## src/tpr_pkg.sv

```systemverilog
// Constants, register map and types of the touch panel reporting block
package tpr_pkg;

   // Clock and timing
   localparam int CLK_HZ          = 125_000_000;
   localparam int MS_PER_S        = 1000;
   localparam int CYC_PER_MS_DEF  = CLK_HZ / MS_PER_S;
   localparam int INTERVAL_W      = 16;
   localparam int INTERVAL_DEF_MS = 50;
   localparam logic [INTERVAL_W-1:0] INTERVAL_RST = 16'h0032;

   // Bus geometry and answers
   localparam int AXI_AW = 8;
   localparam int AXI_DW = 32;
   localparam int AXI_SW = AXI_DW / 8;
   localparam logic [1:0] RESP_OKAY   = 2'h0;
   localparam logic [1:0] RESP_SLVERR = 2'h2;

   // Register byte offsets
   localparam logic [AXI_AW-1:0] ADDR_CTRL     = 8'h00;
   localparam logic [AXI_AW-1:0] ADDR_INTERVAL = 8'h04;
   localparam logic [AXI_AW-1:0] ADDR_STATUS   = 8'h08;
   localparam logic [AXI_AW-1:0] ADDR_MASK     = 8'h0C;
   localparam logic [AXI_AW-1:0] ADDR_REPORT   = 8'h10;
   localparam logic [AXI_AW-1:0] ADDR_STATE    = 8'h14;
   localparam int NUM_REGS = 6;
   localparam int SEL_CTRL = 0;
   localparam int SEL_INTV = 1;
   localparam int SEL_STAT = 2;
   localparam int SEL_MASK = 3;
   localparam int SEL_RPT  = 4;
   localparam int SEL_STATE = 5;

   // Field positions
   localparam int AXIS_W       = 10;
   localparam int MODE_W       = 3;
   localparam int RPT_Y_LSB    = 0;
   localparam int RPT_X_LSB    = 16;
   localparam int RPT_FLAG_BIT = 31;
   localparam int STATE_PRESSED_BIT = 0;
   localparam int STATE_FSM_LSB     = 1;
   localparam int STATE_XINV_BIT    = 4;
   localparam int STATE_YINV_BIT    = 5;
   localparam int STATE_PEND_BIT    = 6;

   // Sticky status bits
   localparam int STAT_W       = 4;
   localparam int STAT_SENT    = 0;
   localparam int STAT_PRESS   = 1;
   localparam int STAT_RELEASE = 2;
   localparam int STAT_DROP    = 3;
   localparam logic [STAT_W-1:0] MASK_RST = 4'h0;

   typedef enum logic [MODE_W-1:0] {
      MODE_SINGLE  = 3'h0,
      MODE_AUTO    = 3'h1,
      MODE_WHILE   = 3'h2,
      MODE_PRESS   = 3'h3,
      MODE_RELEASE = 3'h4,
      MODE_BOTH    = 3'h5
   } tpr_mode_t;

   typedef enum logic [2:0] {
      ST_STOP = 3'b001,
      ST_WAIT = 3'b010,
      ST_RUN  = 3'b100
   } tpr_state_t;

   typedef struct packed {
      logic              pressed;
      logic [AXIS_W-1:0] x;
      logic [AXIS_W-1:0] y;
   } tpr_sample_t;

   typedef struct packed {
      logic              touched;
      logic [AXIS_W-1:0] x;
      logic [AXIS_W-1:0] y;
   } tpr_report_t;

endpackage

```

## src/tpr_top.sv

```systemverilog
// Touch panel report mode engine with AXI4-Lite registers
`timescale 1ns/1ps
`default_nettype none
module tpr_top
   import tpr_pkg::*;
#(
   parameter int CYC_PER_MS = CYC_PER_MS_DEF
) (
   // Clock and reset
   input  wire logic              clk,
   input  wire logic              reset,
   // AXI4-Lite write address and data
   input  wire logic [AXI_AW-1:0] s_axi_awaddr,
   input  wire logic              s_axi_awvalid,
   output logic                   s_axi_awready,
   input  wire logic [AXI_DW-1:0] s_axi_wdata,
   input  wire logic [AXI_SW-1:0] s_axi_wstrb,
   input  wire logic              s_axi_wvalid,
   output logic                   s_axi_wready,
   // AXI4-Lite write response
   output logic [1:0]             s_axi_bresp,
   output logic                   s_axi_bvalid,
   input  wire logic              s_axi_bready,
   // AXI4-Lite read
   input  wire logic [AXI_AW-1:0] s_axi_araddr,
   input  wire logic              s_axi_arvalid,
   output logic                   s_axi_arready,
   output logic [AXI_DW-1:0]      s_axi_rdata,
   output logic [1:0]             s_axi_rresp,
   output logic                   s_axi_rvalid,
   input  wire logic              s_axi_rready,
   // Converter samples
   input  wire logic              sampleValid,
   input  wire tpr_sample_t       sampleIn,
   // Controller busy with other commands
   input  wire logic              cmdBusy,
   // Invert-select pins and their pad sense
   input  wire logic              xInvertSelectIn,
   input  wire logic              xInvertSelectDriven,
   input  wire logic              yInvertSelectIn,
   input  wire logic              yInvertSelectDriven,
   // Report stream to the serial link
   output logic                   reportValid,
   output tpr_report_t            reportData,
   input  wire logic              reportReady,
   // Indicator and interrupt
   output logic                   touchActiveIndicator,
   output logic                   irq
);

   ////////////////////////////////////////////////////////////////////////
   // Helpers

   function automatic logic [NUM_REGS-1:0] regSel(logic [AXI_AW-1:0] a);
      logic [NUM_REGS-1:0] s;
      s = '0;
      s[SEL_CTRL]  = (a[AXI_AW-1:2] == ADDR_CTRL[AXI_AW-1:2]);
      s[SEL_INTV]  = (a[AXI_AW-1:2] == ADDR_INTERVAL[AXI_AW-1:2]);
      s[SEL_STAT]  = (a[AXI_AW-1:2] == ADDR_STATUS[AXI_AW-1:2]);
      s[SEL_MASK]  = (a[AXI_AW-1:2] == ADDR_MASK[AXI_AW-1:2]);
      s[SEL_RPT]   = (a[AXI_AW-1:2] == ADDR_REPORT[AXI_AW-1:2]);
      s[SEL_STATE] = (a[AXI_AW-1:2] == ADDR_STATE[AXI_AW-1:2]);
      return s;
   endfunction

   function automatic logic [AXI_DW-1:0] mergeStrb(
      logic [AXI_DW-1:0] old, logic [AXI_DW-1:0] nw, logic [AXI_SW-1:0] st);
      logic [AXI_DW-1:0] r;
      r = old;
      for (int i = 0; i < AXI_SW; i++) begin
         if (st[i]) begin
            r[i*8 +: 8] = nw[i*8 +: 8];
         end
      end
      return r;
   endfunction

   function automatic logic [AXIS_W-1:0] axisVal(logic [AXIS_W-1:0] raw,
                                                 logic inv);
      return inv ? ~raw : raw;
   endfunction

   ////////////////////////////////////////////////////////////////////////
   // Declarations

   logic                  awHave_r;
   logic                  wHave_r;
   logic [AXI_AW-1:0]     awAddr_r;
   logic [AXI_DW-1:0]     wData_r;
   logic [AXI_SW-1:0]     wStrb_r;
   logic                  awready_r;
   logic                  wready_r;
   logic                  bvalid_r;
   logic [1:0]            bresp_r;
   logic                  arready_r;
   logic                  rvalid_r;
   logic [1:0]            rresp_r;
   logic [AXI_DW-1:0]     rdata_r;

   tpr_mode_t             mode_r;
   tpr_state_t            state_r;
   tpr_state_t            state_nxt;
   logic [INTERVAL_W-1:0] interval_r;
   logic [STAT_W-1:0]     status_r;
   logic [STAT_W-1:0]     status_nxt;
   logic [STAT_W-1:0]     mask_r;
   logic                  irq_r;

   logic                  pressed_r;
   logic [AXIS_W-1:0]     lastX_r;
   logic [AXIS_W-1:0]     lastY_r;
   tpr_report_t           lastRpt_r;
   logic                  reportValid_r;
   tpr_report_t           reportData_r;
   logic                  pendValid_r;
   tpr_report_t           pendData_r;

   logic [3:0]            pinSync;
   logic                  xInv;
   logic                  yInv;
   logic                  timerExpire;

   ////////////////////////////////////////////////////////////////////////
   // Pins: synchronise, then apply the pull-up of an undriven pad

   tpr_sync2 #(
      .W (4)
   ) u_pin_sync (
      .clk   (clk),
      .reset (reset),
      .d     ({xInvertSelectIn, xInvertSelectDriven,
               yInvertSelectIn, yInvertSelectDriven}),
      .q     (pinSync)
   );

   // Undriven reads high, so only a driven low inverts
   assign xInv = pinSync[2] && !pinSync[3];
   assign yInv = pinSync[0] && !pinSync[1];

   ////////////////////////////////////////////////////////////////////////
   // Bus decode

   logic                  awTake;
   logic                  wTake;
   logic                  arTake;
   logic                  wrDo;
   logic [NUM_REGS-1:0]   wrSel;
   logic [NUM_REGS-1:0]   rdSel;
   logic                  cmdStrobe;
   tpr_mode_t             cmdMode;
   logic [AXI_DW-1:0]     intervalWord;
   logic [AXI_DW-1:0]     maskWord;
   logic [AXI_DW-1:0]     rptWord;
   logic [AXI_DW-1:0]     stateWord;
   logic [AXI_DW-1:0]     rdWord;

   assign awTake    = s_axi_awvalid && awready_r;
   assign wTake     = s_axi_wvalid && wready_r;
   assign arTake    = s_axi_arvalid && arready_r;
   assign wrDo      = awHave_r && wHave_r && !bvalid_r;
   assign wrSel     = wrDo ? regSel(awAddr_r) : '0;
   assign rdSel     = regSel(s_axi_araddr);
   assign cmdStrobe = wrSel[SEL_CTRL] && wStrb_r[0];
   // Unknown mode codes fall back to single report
   assign cmdMode   = (wData_r[MODE_W-1:0] > MODE_BOTH) ? MODE_SINGLE
                      : tpr_mode_t'(wData_r[MODE_W-1:0]);

   assign intervalWord = mergeStrb(AXI_DW'(interval_r), wData_r, wStrb_r);
   assign maskWord     = mergeStrb(AXI_DW'(mask_r), wData_r, wStrb_r);

   always_comb begin
      rptWord = '0;
      rptWord[RPT_FLAG_BIT] = lastRpt_r.touched;
      rptWord[RPT_X_LSB +: AXIS_W] = lastRpt_r.x;
      rptWord[RPT_Y_LSB +: AXIS_W] = lastRpt_r.y;
      stateWord = '0;
      stateWord[STATE_PRESSED_BIT] = pressed_r;
      stateWord[STATE_FSM_LSB +: $bits(state_r)] = state_r;
      stateWord[STATE_XINV_BIT] = xInv;
      stateWord[STATE_YINV_BIT] = yInv;
      stateWord[STATE_PEND_BIT] = pendValid_r;
   end

   assign rdWord = ({AXI_DW{rdSel[SEL_CTRL]}}  & AXI_DW'(mode_r))
                 | ({AXI_DW{rdSel[SEL_INTV]}}  & AXI_DW'(interval_r))
                 | ({AXI_DW{rdSel[SEL_STAT]}}  & AXI_DW'(status_r))
                 | ({AXI_DW{rdSel[SEL_MASK]}}  & AXI_DW'(mask_r))
                 | ({AXI_DW{rdSel[SEL_RPT]}}   & rptWord)
                 | ({AXI_DW{rdSel[SEL_STATE]}} & stateWord);

   ////////////////////////////////////////////////////////////////////////
   // Bus channels

   always_ff @(posedge clk or posedge reset) begin
      if (reset) begin
         awHave_r  <= 1'b0;
         wHave_r   <= 1'b0;
         awAddr_r  <= '0;
         wData_r   <= '0;
         wStrb_r   <= '0;
         awready_r <= 1'b0;
         wready_r  <= 1'b0;
         bvalid_r  <= 1'b0;
         bresp_r   <= RESP_OKAY;
      end else begin
         if (awTake) begin
            awAddr_r <= s_axi_awaddr;
         end
         if (wTake) begin
            wData_r <= s_axi_wdata;
            wStrb_r <= s_axi_wstrb;
         end
         awHave_r  <= (awHave_r || awTake) && !wrDo;
         wHave_r   <= (wHave_r || wTake) && !wrDo;
         awready_r <= !awHave_r && !awTake && !bvalid_r && !wrDo;
         wready_r  <= !wHave_r && !wTake && !bvalid_r && !wrDo;
         if (wrDo) begin
            bvalid_r <= 1'b1;
            bresp_r  <= (regSel(awAddr_r) == '0) ? RESP_SLVERR : RESP_OKAY;
         end else if (s_axi_bready) begin
            bvalid_r <= 1'b0;
         end
      end
   end

   always_ff @(posedge clk or posedge reset) begin
      if (reset) begin
         arready_r <= 1'b0;
         rvalid_r  <= 1'b0;
         rresp_r   <= RESP_OKAY;
         rdata_r   <= '0;
      end else begin
         arready_r <= !arTake && !(rvalid_r && !s_axi_rready);
         if (arTake) begin
            rvalid_r <= 1'b1;
            rdata_r  <= rdWord;
            rresp_r  <= (rdSel == '0) ? RESP_SLVERR : RESP_OKAY;
         end else if (s_axi_rready) begin
            rvalid_r <= 1'b0;
         end
      end
   end

   ////////////////////////////////////////////////////////////////////////
   // Touch tracking

   logic                  pressEdge;
   logic                  releaseEdge;
   tpr_report_t           pressRpt;
   tpr_report_t           releaseRpt;
   tpr_report_t           nowRpt;

   assign pressEdge   = sampleValid && sampleIn.pressed && !pressed_r;
   assign releaseEdge = sampleValid && !sampleIn.pressed && pressed_r;
   assign pressRpt    = '{touched: 1'b1,
                          x: axisVal(sampleIn.x, xInv),
                          y: axisVal(sampleIn.y, yInv)};
   // Release carries the values held at the moment of release
   assign releaseRpt  = '{touched: 1'b0, x: lastX_r, y: lastY_r};
   assign nowRpt      = pressed_r ? tpr_report_t'{1'b1, lastX_r, lastY_r}
                                  : '0;

   always_ff @(posedge clk or posedge reset) begin
      if (reset) begin
         pressed_r <= 1'b0;
         lastX_r   <= '0;
         lastY_r   <= '0;
      end else if (sampleValid) begin
         pressed_r <= sampleIn.pressed;
         if (sampleIn.pressed) begin
            lastX_r <= axisVal(sampleIn.x, xInv);
            lastY_r <= axisVal(sampleIn.y, yInv);
         end
      end
   end

   ////////////////////////////////////////////////////////////////////////
   // Report mode machine

   logic                  reqFire;
   tpr_report_t           reqData;
   logic                  periodic;

   assign periodic = (mode_r == MODE_AUTO) || (mode_r == MODE_WHILE);

   always_comb begin
      state_nxt = state_r;
      reqFire   = 1'b0;
      reqData   = nowRpt;
      if (cmdStrobe) begin
         // Single and auto commands report at once; the other modes wait for a press
         if (cmdMode == MODE_SINGLE) begin
            reqFire   = 1'b1;
            state_nxt = ST_STOP;
         end else if (cmdMode == MODE_AUTO) begin
            reqFire   = 1'b1;
            state_nxt = ST_RUN;
         end else begin
            state_nxt = ST_WAIT;
         end
      end else begin
         unique case (state_r)
            ST_STOP: begin
               state_nxt = ST_STOP;
            end
            ST_WAIT: begin
               if (pressEdge) begin
                  // Press mode stays armed here; the edge needs a release
                  reqFire   = (mode_r != MODE_RELEASE);
                  reqData   = pressRpt;
                  state_nxt = (mode_r == MODE_PRESS) ? ST_WAIT : ST_RUN;
               end
            end
            ST_RUN: begin
               if (mode_r == MODE_AUTO) begin
                  reqFire = timerExpire;
               end else if (releaseEdge) begin
                  reqFire   = 1'b1;
                  reqData   = releaseRpt;
                  state_nxt = ST_WAIT;
               end else if (mode_r == MODE_WHILE) begin
                  reqFire = timerExpire;
               end
            end
         endcase
      end
   end

   always_ff @(posedge clk or posedge reset) begin
      if (reset) begin
         state_r <= ST_STOP;
         mode_r  <= MODE_SINGLE;
      end else begin
         state_r <= state_nxt;
         if (cmdStrobe) begin
            mode_r <= cmdMode;
         end
      end
   end

   // Busy controller holds the timer, stretching the gap
   tpr_interval_timer #(
      .CYC_PER_MS (CYC_PER_MS)
   ) u_timer (
      .clk        (clk),
      .reset      (reset),
      .clear      (reqFire || cmdStrobe || state_r != ST_RUN || !periodic),
      .hold       (cmdBusy),
      .intervalMs (interval_r),
      .expire     (timerExpire)
   );

   ////////////////////////////////////////////////////////////////////////
   // Report output with one pending slot

   logic                  outFree;
   logic                  rptTaken;
   logic                  dropEvt;

   assign outFree  = !reportValid_r || reportReady;
   assign rptTaken = reportValid_r && reportReady;
   assign dropEvt  = reqFire && pendValid_r && !outFree;

   always_ff @(posedge clk or posedge reset) begin
      if (reset) begin
         reportValid_r <= 1'b0;
         reportData_r  <= '0;
         pendValid_r   <= 1'b0;
         pendData_r    <= '0;
         lastRpt_r     <= '0;
      end else begin
         if (outFree) begin
            reportValid_r <= pendValid_r || reqFire;
            if (pendValid_r) begin
               reportData_r <= pendData_r;
               lastRpt_r    <= pendData_r;
               pendValid_r  <= reqFire;
               pendData_r   <= reqData;
            end else if (reqFire) begin
               reportData_r <= reqData;
               lastRpt_r    <= reqData;
            end
         end else if (reqFire) begin
            // Newest event replaces an unsent pending one
            pendValid_r <= 1'b1;
            pendData_r  <= reqData;
         end
      end
   end

   ////////////////////////////////////////////////////////////////////////
   // Control registers, sticky status and interrupt

   logic [STAT_W-1:0]     statSet;
   logic [STAT_W-1:0]     statClr;

   assign statSet[STAT_SENT]    = rptTaken;
   assign statSet[STAT_PRESS]   = pressEdge;
   assign statSet[STAT_RELEASE] = releaseEdge;
   assign statSet[STAT_DROP]    = dropEvt;
   assign statClr    = (arTake && rdSel[SEL_STAT]) ? '1 : '0;
   // Set wins over the clearing read
   assign status_nxt = (status_r & ~statClr) | statSet;

   always_ff @(posedge clk or posedge reset) begin
      if (reset) begin
         interval_r <= INTERVAL_RST;
         mask_r     <= MASK_RST;
         status_r   <= '0;
         irq_r      <= 1'b0;
      end else begin
         if (wrSel[SEL_INTV]) begin
            interval_r <= intervalWord[INTERVAL_W-1:0];
         end
         if (wrSel[SEL_MASK]) begin
            mask_r <= maskWord[STAT_W-1:0];
         end
         status_r <= status_nxt;
         irq_r    <= |(status_nxt & mask_r);
      end
   end

   ////////////////////////////////////////////////////////////////////////
   // Outputs

   assign s_axi_awready        = awready_r;
   assign s_axi_wready         = wready_r;
   assign s_axi_bvalid         = bvalid_r;
   assign s_axi_bresp          = bresp_r;
   assign s_axi_arready        = arready_r;
   assign s_axi_rvalid         = rvalid_r;
   assign s_axi_rresp          = rresp_r;
   assign s_axi_rdata          = rdata_r;
   assign reportValid          = reportValid_r;
   assign reportData           = reportData_r;
   assign touchActiveIndicator = pressed_r;
   assign irq                  = irq_r;

endmodule
`default_nettype wire

```

## src/tpr_sync2.sv

```systemverilog
// Two-flop synchroniser for pin levels
`timescale 1ns/1ps
`default_nettype none
module tpr_sync2 #(
   parameter int W = 1
) (
   // Clock and reset
   input  wire logic         clk,
   input  wire logic         reset,
   // Level in and out
   input  wire logic [W-1:0] d,
   output var  logic [W-1:0] q
);
   logic [W-1:0] meta_r;

   always_ff @(posedge clk or posedge reset) begin
      if (reset) begin
         meta_r <= '0;
         q      <= '0;
      end else begin
         meta_r <= d;
         q      <= meta_r;
      end
   end
endmodule
`default_nettype wire

```

## src/tpr_interval_timer.sv

```systemverilog
// Millisecond interval timer with hold input
`timescale 1ns/1ps
`default_nettype none
module tpr_interval_timer
   import tpr_pkg::*;
#(
   parameter int CYC_PER_MS = CYC_PER_MS_DEF
) (
   // Clock and reset
   input  wire logic                  clk,
   input  wire logic                  reset,
   // Control
   input  wire logic                  clear,
   input  wire logic                  hold,
   input  wire logic [INTERVAL_W-1:0] intervalMs,
   // Expiry pulse
   output var  logic                  expire
);
   localparam int CYC_W = $clog2(CYC_PER_MS + 1);
   localparam logic [CYC_W-1:0] CYC_LAST = CYC_W'(CYC_PER_MS - 1);

   logic [CYC_W-1:0]      cyc_r;
   logic [INTERVAL_W-1:0] ms_r;
   logic [INTERVAL_W-1:0] target;
   logic                  msTick;
   logic                  done;

   // A zero interval behaves as one millisecond
   assign target = (intervalMs == '0) ? INTERVAL_W'(1) : intervalMs;
   assign msTick = !hold && (cyc_r == CYC_LAST);
   assign done   = msTick && (ms_r == target - INTERVAL_W'(1));

   always_ff @(posedge clk or posedge reset) begin
      if (reset) begin
         cyc_r  <= '0;
         ms_r   <= '0;
         expire <= 1'b0;
      end else if (clear) begin
         cyc_r  <= '0;
         ms_r   <= '0;
         expire <= 1'b0;
      end else begin
         if (!hold) begin
            cyc_r <= msTick ? '0 : cyc_r + CYC_W'(1);
         end
         if (msTick) begin
            ms_r <= done ? '0 : ms_r + INTERVAL_W'(1);
         end
         expire <= done;
      end
   end
endmodule
`default_nettype wire

```

## config.mk

```make
export PLATFORM = sky130hd
export DESIGN_NAME = tpr_top
export DESIGN_NICKNAME = d
export VERILOG_FILES = /design/src/tpr_pkg.sv /design/src/tpr_top.sv /design/src/tpr_sync2.sv /design/src/tpr_interval_timer.sv
export SDC_FILE = /design/constraint.sdc
export NUM_CORES = 1
export LEC_CHECK = 0
export CAP_MARGIN = 30
export CORE_MARGIN = 4
export CORE_UTILIZATION = 45
export CTS_BUF_LIST = sky130_fd_sc_hd__clkbuf_4
export CTS_CLUSTER_SIZE = 40
export DETAILED_ROUTE_END_ITERATION = 12
export DONT_BUFFER_PORTS = 1
export GPL_TIMING_DRIVEN = 0
export SETUP_SLACK_MARGIN = 0.15
export SYNTH_ARGS = -nofsm -noshare
export SYNTH_HDL_FRONTEND = slang
export SYNTH_HIERARCHICAL = 1
export SYNTH_SLANG_ARGS = --single-unit
```

## constraint.sdc

```tcl
create_clock -name clk -period 12.75 [get_ports clk]
set_clock_uncertainty 0.2 [all_clocks]
set_input_delay 1.9125 -clock clk [delete_from_list [all_inputs] [get_ports clk]]
set_output_delay 1.9125 -clock clk [all_outputs]
set_load 0.05 [all_outputs]
```

==> impl_metrics.tcl, run 1 <==
set metrics [dict create \
    vias 7061 \
    crit_path_end_kind "flip-flop" \
    pre_cts_ws_ns 8.380 \
    antenna_found_initial 3 \
    synth-async-reset-ratio 1.000 \
    synth-simple-area-share 0.1710 \
    muxShareOfSynthArea 0.1219 \
    post_cts_buffers 0 \
    slew_violations 0 \
    timing.final.ws_setup_ns 8.769 \
    vdd_drop_max_uv 136.7 \
    hold_path.class "reg -> reg" \
    grt_pass1_wl_um 38090 \
    routabilityCongestion 0.8857 \
    relSlewSlack 0.2674 \
    critPathArrivalTime_ns 4.22 \
    rsz0062_at_grt "no" \
    dieArea_mm2 0.02413 \
    worstHoldStart "u_pin_sync/meta_r[3]" \
    die_w_um 155.3 \
    viasPerCell 5.626 \
    cap_violations 0 \
    ys_types 72 \
    grt_use_total 0.1999 \
    startpoint_type "flip-flop" \
    grt_max_degree 129 \
    pin_count 152 \
    r2r_end "u_timer/ms_r[14]" \
    power_leakage_nw 4.409 \
    reg2regPathDepth 13 \
    hold_end "u_pin_sync/q[3]" \
    period_minus_slack_ns 3.981 \
    post_drt_wl_per_cell_um 19.06 \
    numClockSinks 198 \
    route.detailed.drc 0 \
    crit_slowest_cell "or4_1" \
    cpMostUsedCell "nor2_1" \
    grt_pass1_vias 6800 \
    max_stage_delay_ns 0.54 \
    ys_seq_area_frac 0.5077 \
    clock_path_buffers 2 \
    syn_area_per_cell_um2 10.41 \
    core_area_mm2 0.02115 \
    post_dp_cell_area_mm2 0.01018 \
    worstPathMaxFanout 10 \
    setup_tns_ns 0 \
    reg2reg_slack_ns 8.77 \
    path_clk_slew_ns 0.15 \
    fin_area_mm2 0.01047 \
    synth_area_mm2 0.009768 \
    worst_slew_pin_slew_ns 1.090 \
    powerDensity_mw_per_mm2 190.2 \
    ctsHoldBuffers 0 \
    portBuffers 0 \
    areaGrowthSynthToFinish_pct 7.199 \
    rr_startpoint "interval_r[0]" \
    setup_viol_count_final 0 \
    status "complete, no violations" \
    path_cells "or4_1, buf_2, nor2_1, a21oi_1, ha_1, or4b_1, nor2_1, a2111oi_4, o2111ai_1, or4_4, nor2_4, buf_6, nor3_1" \
    synth_edf_count 0 \
    synth_top_family_by_area "simple AND/OR/NAND/NOR gates" \
    ys_warn_count 6 \
    synth-xor-area-share 0.05918 \
    required_ns 12.99 \
    whs_ns 0.1684 \
    worst-setup-path-type "reg -> reg" \
    period_share 0.3123 \
    synthFlopType "dfrtp_1" \
    hold_viol_final 0 \
    die_y_um 155.3 \
    synth_fa_ha_area_frac 0.004867 \
    ys_seq_elements 198 \
    cts_resized 0 \
    start_util 0.4618 \
    syn-instance-count 938 \
    htreeDepth 4 \
    cts_buffers 17 \
    grt-ovfl-total 0 \
    num_rows 53 \
    max_freq_ghz 0.2512 \
    synth-compound-area-share 0.1012 \
    firstDrtPassIters 5 \
    fin_nets 1055 \
    insertion_delay_ns 0.58 \
    cts-root-buf "clkbuf_4" \
    post-dp-hpwl_um 17620 \
    drt_iter0_drc 523 \
    cts_tree "built" \
    drive_gt1_frac 0.1360 \
    whs_path_depth 0 \
    ant_nets 0 \
    totalWireLength_um 23920 \
]
==> cell usage in the layout (no fill, tap or decap), drive strengths merged, types with 21 or more instances in the layout <==
cell type,Yosys,layout
dfrtp,194,194
nand2,141,141
mux2,86,86
o21ai,82,82
nor2,65,65
clkbuf,37,58
xnor2,43,43
nor3,32,32
xor2,23,23
nand3,21,21
buf,19,21
==> per-stage QoR <==
step / power (W) / cells / util
2_1_floorplan: 0.001493 / 944 / -
3_3_place_gp: 0.001642 / 1219 / 0.4791
3_5_place_dp: 0.001652 / 1221 / 0.4815
4_1_cts: 0.001997 / 1253 / 0.4948
5_1_grt: 0.002120 / 1255 / 0.4950
6_report: 0.001992 / 1255 / 0.4950
==> cell type report <==
type / count / area, um2
antenna: 2 / 5.005
buffer: 56 / 265.3
clock buffer: 21 / 157.7
clock inverter: 11 / 123.9
fill: 1938 / 10680
inverter: 17 / 71.32
multi-input combinational: 673 / 4502
sequential: 198 / 4960
tap: 275 / 344.1
timing repair buffer: 2 / 42.54
==> power by group <==
| group | internal [W] | switching, W | leakage, nW |
|---|---|---|---|
| combinational | 0.000302 | 0.000348 | 1.72 |
| clock | 0.000125 | 0.000216 | 0.142 |
| sequential | 0.000741 | 0.000258 | 2.54 |
==> cell usage after synthesis, types with 7 or more instances <==
master / n / area share
a21oi_1: 18 / 0.0092
clkbuf_1: 37 / 0.014
mux2i_1: 8 / 0.0082
mux2_4: 20 / 0.031
o221ai_1: 20 / 0.018
nor2_1: 64 / 0.025
inv_1: 17 / 0.0065
nand3_1: 21 / 0.011
xnor2_1: 43 / 0.039
nand4_1: 9 / 0.0058
xor2_1: 23 / 0.021
mux2_2: 45 / 0.052
and2_1: 7 / 0.0045
buf_4: 7 / 0.0054
nand2_1: 141 / 0.054
o21ai_0: 82 / 0.042
nor3_1: 32 / 0.016
and3_1: 8 / 0.0051
mux2_1: 21 / 0.024
nand3b_1: 9 / 0.0069
dfrtp_1: 194 / 0.50
nor3b_1: 7 / 0.0054
==> worst max-delay path: cells and delay by family, from the launching register on <==
kind,cells,cell delay [ns]
flip-flops,1,0.49
AND/OR/NAND/NOR,7,1.94
adder cells (fa/ha/maj),1,0.28
AO/OA/AOI/OAI,3,0.61
buffers and inverters,2,0.35
==> routing by layer <==
metal  part of all wire  vias to the layer above  track usage
met3              0.074                       22      0.06064
met5             0.0011                        -            0
met1               0.47                     3503       0.2906
li1                   -                     3325            -
met4              0.014                        4      0.04752
met2               0.44                      207       0.2946
==> worst max path at each step <==
stage | depth (start not counted) | slack (ns) | start | end
global placement | 1 | 4.45 | reset | s_axi_rdata[14]
CTS | 13 | 8.81 | interval_r[0] | u_timer/ms_r[12]
floorplan | 1 | 6.44 | reset | awAddr_r[2]
finish | 13 | 8.77 | interval_r[0] | u_timer/ms_r[14]
detailed placement | 8 | 8.38 | cmdBusy | u_timer/ms_r[15]
global route | 13 | 8.49 | interval_r[0] | u_timer/ms_r[12]
==> flip-flops by register name, summed over array words and instances, names as in the netlist, 2 cells and up <==
name / count
s_axi_rdata: 27
pendData_r: 21
reportData: 21
u_timer/cyc_r: 17
interval_r: 16
u_timer/ms_r: 16
wData_r: 16
lastX_r: 10
lastY_r: 10
awAddr_r: 6
mask_r: 4
status_r: 4
u_pin_sync/meta_r: 4
u_pin_sync/q: 4
mode_r: 3
state_r: 3
wStrb_r: 2
==> cells by family (layout without fill, tap and decap cells) <==
| logic type | after synthesis | count (layout) |
|---|---|---|
| simple gates | 344 | 344 |
| flops | 198 | 198 |
| compound gates | 155 | 155 |
| mux | 97 | 97 |
| buf+inv | 73 | 107 |
| xor+xnor | 66 | 66 |
| fa+ha+maj | 4 | 4 |
| other cells | 1 | 9 |
Power figures use the tool's default switching activity.
==> inputs of run 2 (changes only) <==
ABC_AREA = 1   (was default)
clock period = 3.22 ns   (was 12.75 ns; I/O delays follow)
==> run 2 against run 1 <==
Net effect: clock-buffer cell count down 3; synthesized cell count up 45%; largest cell class unchanged; highest routed layer is now met4; power rose to 5.6 times the previous value; register-to-register slack worse by 8.5 ns; sequential share of layout area down 5.9 points; sequential cell count unchanged; non-clock buffer count up 83.
==> impl_metrics.tcl, run 2 <==
set metrics [dict create \
    dp.cells 1652 \
    ant_nets 0 \
    worst_slew_pin_slew_ns 0.7936 \
    crit_path_end_kind "flip-flop" \
    ys_types 47 \
    synthFlopType "dfrtp_1" \
    required_ns 3.48 \
    core_area_mm2 0.02264 \
    route.top_layer_used "met4" \
    post_drt_wl_per_cell_um 15.93 \
    routabilityCongestion 0.8521 \
    clock_path_buffers 2 \
    wl_met2_um 13110 \
    relSlewSlack 0.4702 \
    dieArea_mm2 0.02553 \
    power_leakage_nw 5.799 \
    synth-async-reset-ratio 1.000 \
    setup_viol_count_final 0 \
    viasPerCell 5.046 \
    rsz0062_at_grt "no" \
    synth_area_mm2 0.01037 \
    path_cells "buf_4, inv_1, nand2_1, nor2_2, nand2_1, nand2_1, inv_2, nand4_1, buf_4, nor2_2, inv_2, nand4_1, nor2_2, inv_1, nor2_2, nand2_1, xor2_1, nor2_1" \
    synth_top_area_cell "dfrtp_1" \
    pin_count 152 \
    slew_violations 0 \
    drt_iter0_drc 558 \
    wl_met1_um 12900 \
    syn_area_per_cell_um2 7.639 \
    startpoint_type "flip-flop" \
    grt_pass1_wl_um 45630 \
    fin_cells 1765 \
    hold_viol_final 0 \
    ys_seq_area_frac 0.4785 \
    layout_common_cells "nand2_1 (491), dfrtp_1 (188), nand3_1 (122), inv_1 (117), nor2_1 (90)" \
    cts_tree "built" \
    route.detailed.drc 0 \
    yosys-top-cells-area "dfrtp_1 (47%), nand2_1 (18%), nand3_1 (5.9%)" \
    ys_seq_elements 198 \
    die_y_um 159.8 \
    path_clk_slew_ns 0.17 \
    numClockSinks 198 \
    drive_gt1_frac 0.09872 \
    die_w_um 159.8 \
    max_freq_ghz 0.3425 \
    vias 8907 \
    synthTopCellsByCount "nand2_1 (492), dfrtp_1 (194), nand3_1 (122)" \
    status "complete, no violations" \
    syn-instance-count 1357 \
    grt_pass1_vias 8579 \
    grt-ovfl-total 0 \
    firstDrtPassIters 7 \
    hold_path.class "in -> reg" \
    grt_use_total 0.2206 \
    antenna_found_initial 1 \
    nFillCells 2219 \
    largest_reg_flops 27 \
    cts-root-buf "clkbuf_4" \
    period_share 0.9068 \
    critPathArrivalTime_ns 3.18 \
    crit_slowest_cell "dfrtp_2" \
    htreeDepth 4 \
    wl_met3_um 1576 \
    start_util 0.4579 \
    powerDensity_mw_per_mm2 923.9 \
    crit_buf_inv 6 \
    num_rows 55 \
    ys_warn_count 6 \
    post-dp-hpwl_um 20610 \
    portBuffers 0 \
    cts_buffers 17 \
    vdd_drop_max_uv 786.8 \
    synth_edf_count 0 \
    worst-setup-path-type "reg -> reg" \
    cap_violations 0 \
    period_minus_slack_ns 2.920 \
    yosysMostFrequentCell "nand2_1" \
    setup_tns_ns 0 \
    insertion_delay_ns 0.59 \
    synth.top_cell.area_share 0.4683 \
    max_stage_delay_ns 0.56 \
    cp_top_family "simple AND/OR/NAND/NOR gates" \
    mostFrequentLayoutCell "nand2_1" \
    areaGrowthSynthToFinish_pct 15.58 \
    worstPathMaxFanout 8 \
    grt_max_degree 38 \
    fin_nets 1556 \
    totalWireLength_um 28110 \
]
run 2: path summary, 6_finish.rpt:
| check | startpoint | to | slack, ns | cells past startpoint |
|---|---|---|---|---|
| worst max-delay path | touchActiveIndicator | u_timer/cyc_r[14] | 0.30 | 18 |
| max in group asynchronous | reset | interval_r[1] | 1.52 | 4 |
| min in group asynchronous | reset | u_pin_sync/meta_r[3] | 0.23 | 2 |
| worst max register to register | touchActiveIndicator | u_timer/cyc_r[14] | 0.30 | 18 |
| worst min register to register | u_pin_sync/meta_r[1] | u_pin_sync/q[1] | 0.18 | 0 |
| worst min-delay path | s_axi_araddr[5] | s_axi_rresp[1] | 0.07 | 4 |
run 2: tightest hold or removal path, stage by stage:
cell,delay (ns)
nor2_1,0.07
nand2_1,0.08
inv_1,0.10
o41ai_1,0.08
run 2: metal layers:
layer	vias up	global-route usage
met1	4181	0.3019
li1	4492	-
met5	-	0
met3	32	0.05755
met2	202	0.3531
met4	0	0.05436
run 2: through the flow:
| stage | setup WS [ns] | utilization | cell area, um2 | hold slack (ns) | power (W) |
|---|---|---|---|---|---|
| floorplan | 0.5599 | - | 10390 | 0.09866 | 0.007809 |
| global route | 0.1301 | 0.5292 | 11980 | 0.04855 | 0.01191 |
| detailed placement | -0.2799 | 0.4783 | 10830 | 0.1258 | 0.008845 |
| finish | 0.3000 | 0.5292 | 11980 | 0.06604 | 0.01107 |
| CTS | 0.1507 | 0.5224 | 11830 | 0.005229 | 0.01047 |
| global placement | -0.4285 | 0.4748 | 10750 | 0.1199 | 0.008799 |
run 2: cell type report:
class / instances / area [um2] / share of cell area
sequential: 198 / 4967 / 0.4146
multi-input combinational: 981 / 4695 / 0.3918
timing repair buffer: 84 / 855.8 / 0.07143
inverter: 127 / 480.5 / 0.04010
tap: 285 / 356.6 / 0.02976
buffer: 57 / 305.3 / 0.02548
clock inverter: 14 / 183.9 / 0.01535
clock buffer: 18 / 135.1 / 0.01128
antenna: 1 / 2.502 / 0.0002089
run 2: logic make-up after synthesis:
| family | synth area share |
|---|---|
| compound gates | 0.06626 |
| xor+xnor | 0.04418 |
| fa+ha+maj | 0.003621 |
| buf+inv | 0.07519 |
| flops | 0.4785 |
| other cells | 0.0003618 |
| simple gates | 0.3319 |
run 2: power by group:
group          total [W]  switching, W  leakage [nW]  internal (W)
logic            0.00539       0.00321          3.06       0.00218
clock network    0.00146      0.000951         0.174      0.000511
registers        0.00422       0.00122          2.57       0.00300
total             0.0111       0.00538          5.80       0.00569
run 2: timing repair:
action / 4_1_cts / 5_1_grt
hold buffers: 63 / 0
pin swaps: 0 / 11
gates cloned: 0 / 1
setup buffers: 4 / 12
gates resized for setup: 9 / 13
endpoints found under the setup margin: 31 / 24
hold endpoints to repair: 148 / 0
==> inputs of run 3 (changes only) <==
--- a/config.mk
+++ b/config.mk
@@ -16,2 +16,3 @@
 export GPL_TIMING_DRIVEN = 0
+export RECOVER_POWER = 25
 export SETUP_SLACK_MARGIN = 0.15
==> constraint.sdc (replaced) <==
create_clock -name clk -period 3.22 [get_ports clk]
set_clock_uncertainty 0.2 [all_clocks]
set_input_delay 0.161 -clock clk [delete_from_list [all_inputs] [get_ports clk]]
set_output_delay 0.161 -clock clk [all_outputs]
set_load 0.05 [all_outputs]
==> run 3 against run 2 <==
Net effect: the run now ends with capacitance limit, slew limit left; global-route usage rose by 1.1 points; design area up 7.0%; sequential share of layout area fell by 2.7 points; die area unchanged; core utilization increased by 3.7 points; first-iteration DRC count rose by 15%.
==> impl_metrics.tcl, run 3 (synthesis gave the netlist of run 2 again) <==
set metrics [dict create \
    combPwrFrac 0.494 \
    hold_viol_final 0 \
    drt_iter0_drc 644 \
    post-dp-hpwl_um 20610 \
    crit_start "s_axi_araddr[7]" \
    fin_cells 1852 \
    startpoint_type "input pin" \
    period_minus_slack_ns 2.965 \
    num_rows 55 \
    pin_count 152 \
    vdd_drop_max_uv 792.2 \
    route.detailed.drc 0 \
    post_dp_cell_area_mm2 0.01083 \
    pre_cts_ws_ns -0.2799 \
    slew_violations 27 \
    areaGrowthSynthToFinish_pct 23.69 \
    required_ns 3.56 \
    insertion_delay_ns 0.61 \
    drive_gt1_frac 0.09393 \
    worstHoldStart "s_axi_wdata[13]" \
    dp.cells 1652 \
    grt_use_total 0.2315 \
    die_y_um 159.8 \
    critPathArrivalTime_ns 3.31 \
    rsz0062_at_grt "no" \
    grt-ovfl-total 0 \
    status "finished, violations left" \
    wl_met2_um 14100 \
    p_sw_w 0.005420 \
    wl_met3_um 1630 \
    clock_path_buffers 2 \
    cap_violations 1 \
    powerDensity_mw_per_mm2 879.0 \
    route.top_layer_used "met5" \
    fin_nets 1642 \
    htreeDepth 4 \
    layout_common_cells "nand2_1 (491), dfrtp_1 (187), dlygate4sd3_1 (149), nand3_1 (122), inv_1 (118)" \
    routabilityCongestion 0.8521 \
    rr_startpoint "interval_r[2]" \
    cts_tree "built" \
    grt_pass1_wl_um 47920 \
    power_leakage_nw 6.079 \
    period_share 0.9209 \
    dieArea_mm2 0.02553 \
    timing.final.ws_setup_ns 0.2546 \
    setup_viol_count_final 0 \
    antenna_found_initial 1 \
    wl_met1_um 13270 \
    cts-root-buf "clkbuf_4" \
    grt_max_degree 38 \
    path_clk_slew_ns 0.16 \
    worst-setup-path-type "in -> reg" \
    cts_buffers 17 \
    max_freq_ghz 0.3372 \
    firstDrtPassIters 5 \
    viasPerCell 5.057 \
    whs_ns 0.03331 \
    crit_path_end_kind "flip-flop" \
    numClockSinks 198 \
    largest_reg_flops 27 \
    hold_path.class "in -> reg" \
    post_drt_wl_per_cell_um 16.03 \
    ant_nets 0 \
    core_area_mm2 0.02264 \
    fin_area_mm2 0.01282 \
    swShare 0.4809 \
    mostFrequentLayoutCell "nand2_1" \
    die_w_um 159.8 \
    failed_checks "capacitance limit, slew limit" \
    worstPathMaxFanout 3 \
    portBuffers 0 \
    start_util 0.4579 \
    grt_pass1_vias 9108 \
    relSlewSlack -0.08225 \
    p_clk_frac 0.131 \
    worst_slew_pin_slew_ns 1.623 \
    seqPwrFrac 0.375 \
    p_int_w 0.005850 \
    totalWireLength_um 29700 \
    vias 9366 \
]
==> run 3: cell types whose count changed in the layout (fill, tap and decap cells not counted), sizes merged <==
cell and delta:
clkbuf +2, dlygate4sd3 +86, diode +1, buf -2
==> run 3: routing by layer <==
| metal | up-vias | global-route usage |
|---|---|---|
| met3 | 45 | 0.05600 |
| met1 | 4431 | 0.3110 |
| met4 | 2 | 0.06140 |
| li1 | 4657 | - |
| met2 | 231 | 0.3769 |
| met5 | - | 0.01515 |
==> run 3: stage by stage <==
step / util / total power, W / setup TNS (ns)
3_5_place_dp: 0.4783 / 0.008845 / -2.001
6_report: 0.5663 / 0.01127 / 0
5_1_grt: 0.5662 / 0.01213 / 0
2_1_floorplan: - / 0.007809 / 0
4_1_cts: 0.5600 / 0.01065 / 0
3_3_place_gp: 0.4748 / 0.008799 / -18.27
==> run 3: worst max-delay path, stage by stage <==
cell and delay, ns:
dlygate4sd3_1 0.56, nor2_2 0.19, nand3_1 0.09, dlygate4sd3_1 0.58, nor2_1 0.17, dlygate4sd3_1 0.68, nand2_1 0.08, a41oi_1 0.23
dlygate4sd3_1 0.56
==> run 3: area by class of cell <==
type | instances | area (um2)
Timing Repair Buffer | 170 | 1685
Sequential cell | 198 | 4969
Fill cell | 2146 | 9818
Multi-Input combinational cell | 981 | 4705
Antenna cell | 2 | 5.005
Buffer | 57 | 305.3
Clock inverter | 14 | 183.9
Inverter | 127 | 478.0
Clock buffer | 18 | 135.1
Tap cell | 285 | 356.6
==> run 3: what timing repair did <==
| action | in CTS | in global routing |
|---|---|---|
| endpoints found under the setup margin | 31 | 28 |
| gates cloned | 0 | 1 |
| hold endpoints to repair | 333 | 2 |
| hold buffers | 148 | 2 |
| buffers inserted | 4 | 12 |
| gates resized for setup | 9 | 17 |
| pin swaps | 0 | 11 |
==> run 3: power by group through the flow <==
stage          clock, W  sequential [W]  combinational, W
6_report        0.00147         0.00423           0.00557
5_1_grt         0.00160         0.00430           0.00623
4_1_cts         0.00151         0.00422           0.00491
3_5_place_dp          0         0.00430           0.00454
3_3_place_gp          0         0.00429           0.00450
2_1_floorplan         0         0.00406           0.00375
==> run 3: worst paths after layout <==
path / to / slack (ns) / depth (start not counted)
worst min register to register: u_pin_sync/q[1] / 0.18 / 0
worst min-delay path: wData_r[13] / 0.03 / 3
max in group asynchronous: s_axi_rdata[21] / 0.65 / 4
min in group asynchronous: s_axi_rdata[5] / 0.16 / 2
worst max-delay path: s_axi_rdata[3] / 0.25 / 9
worst max register to register: u_timer/ms_r[2] / 0.30 / 18
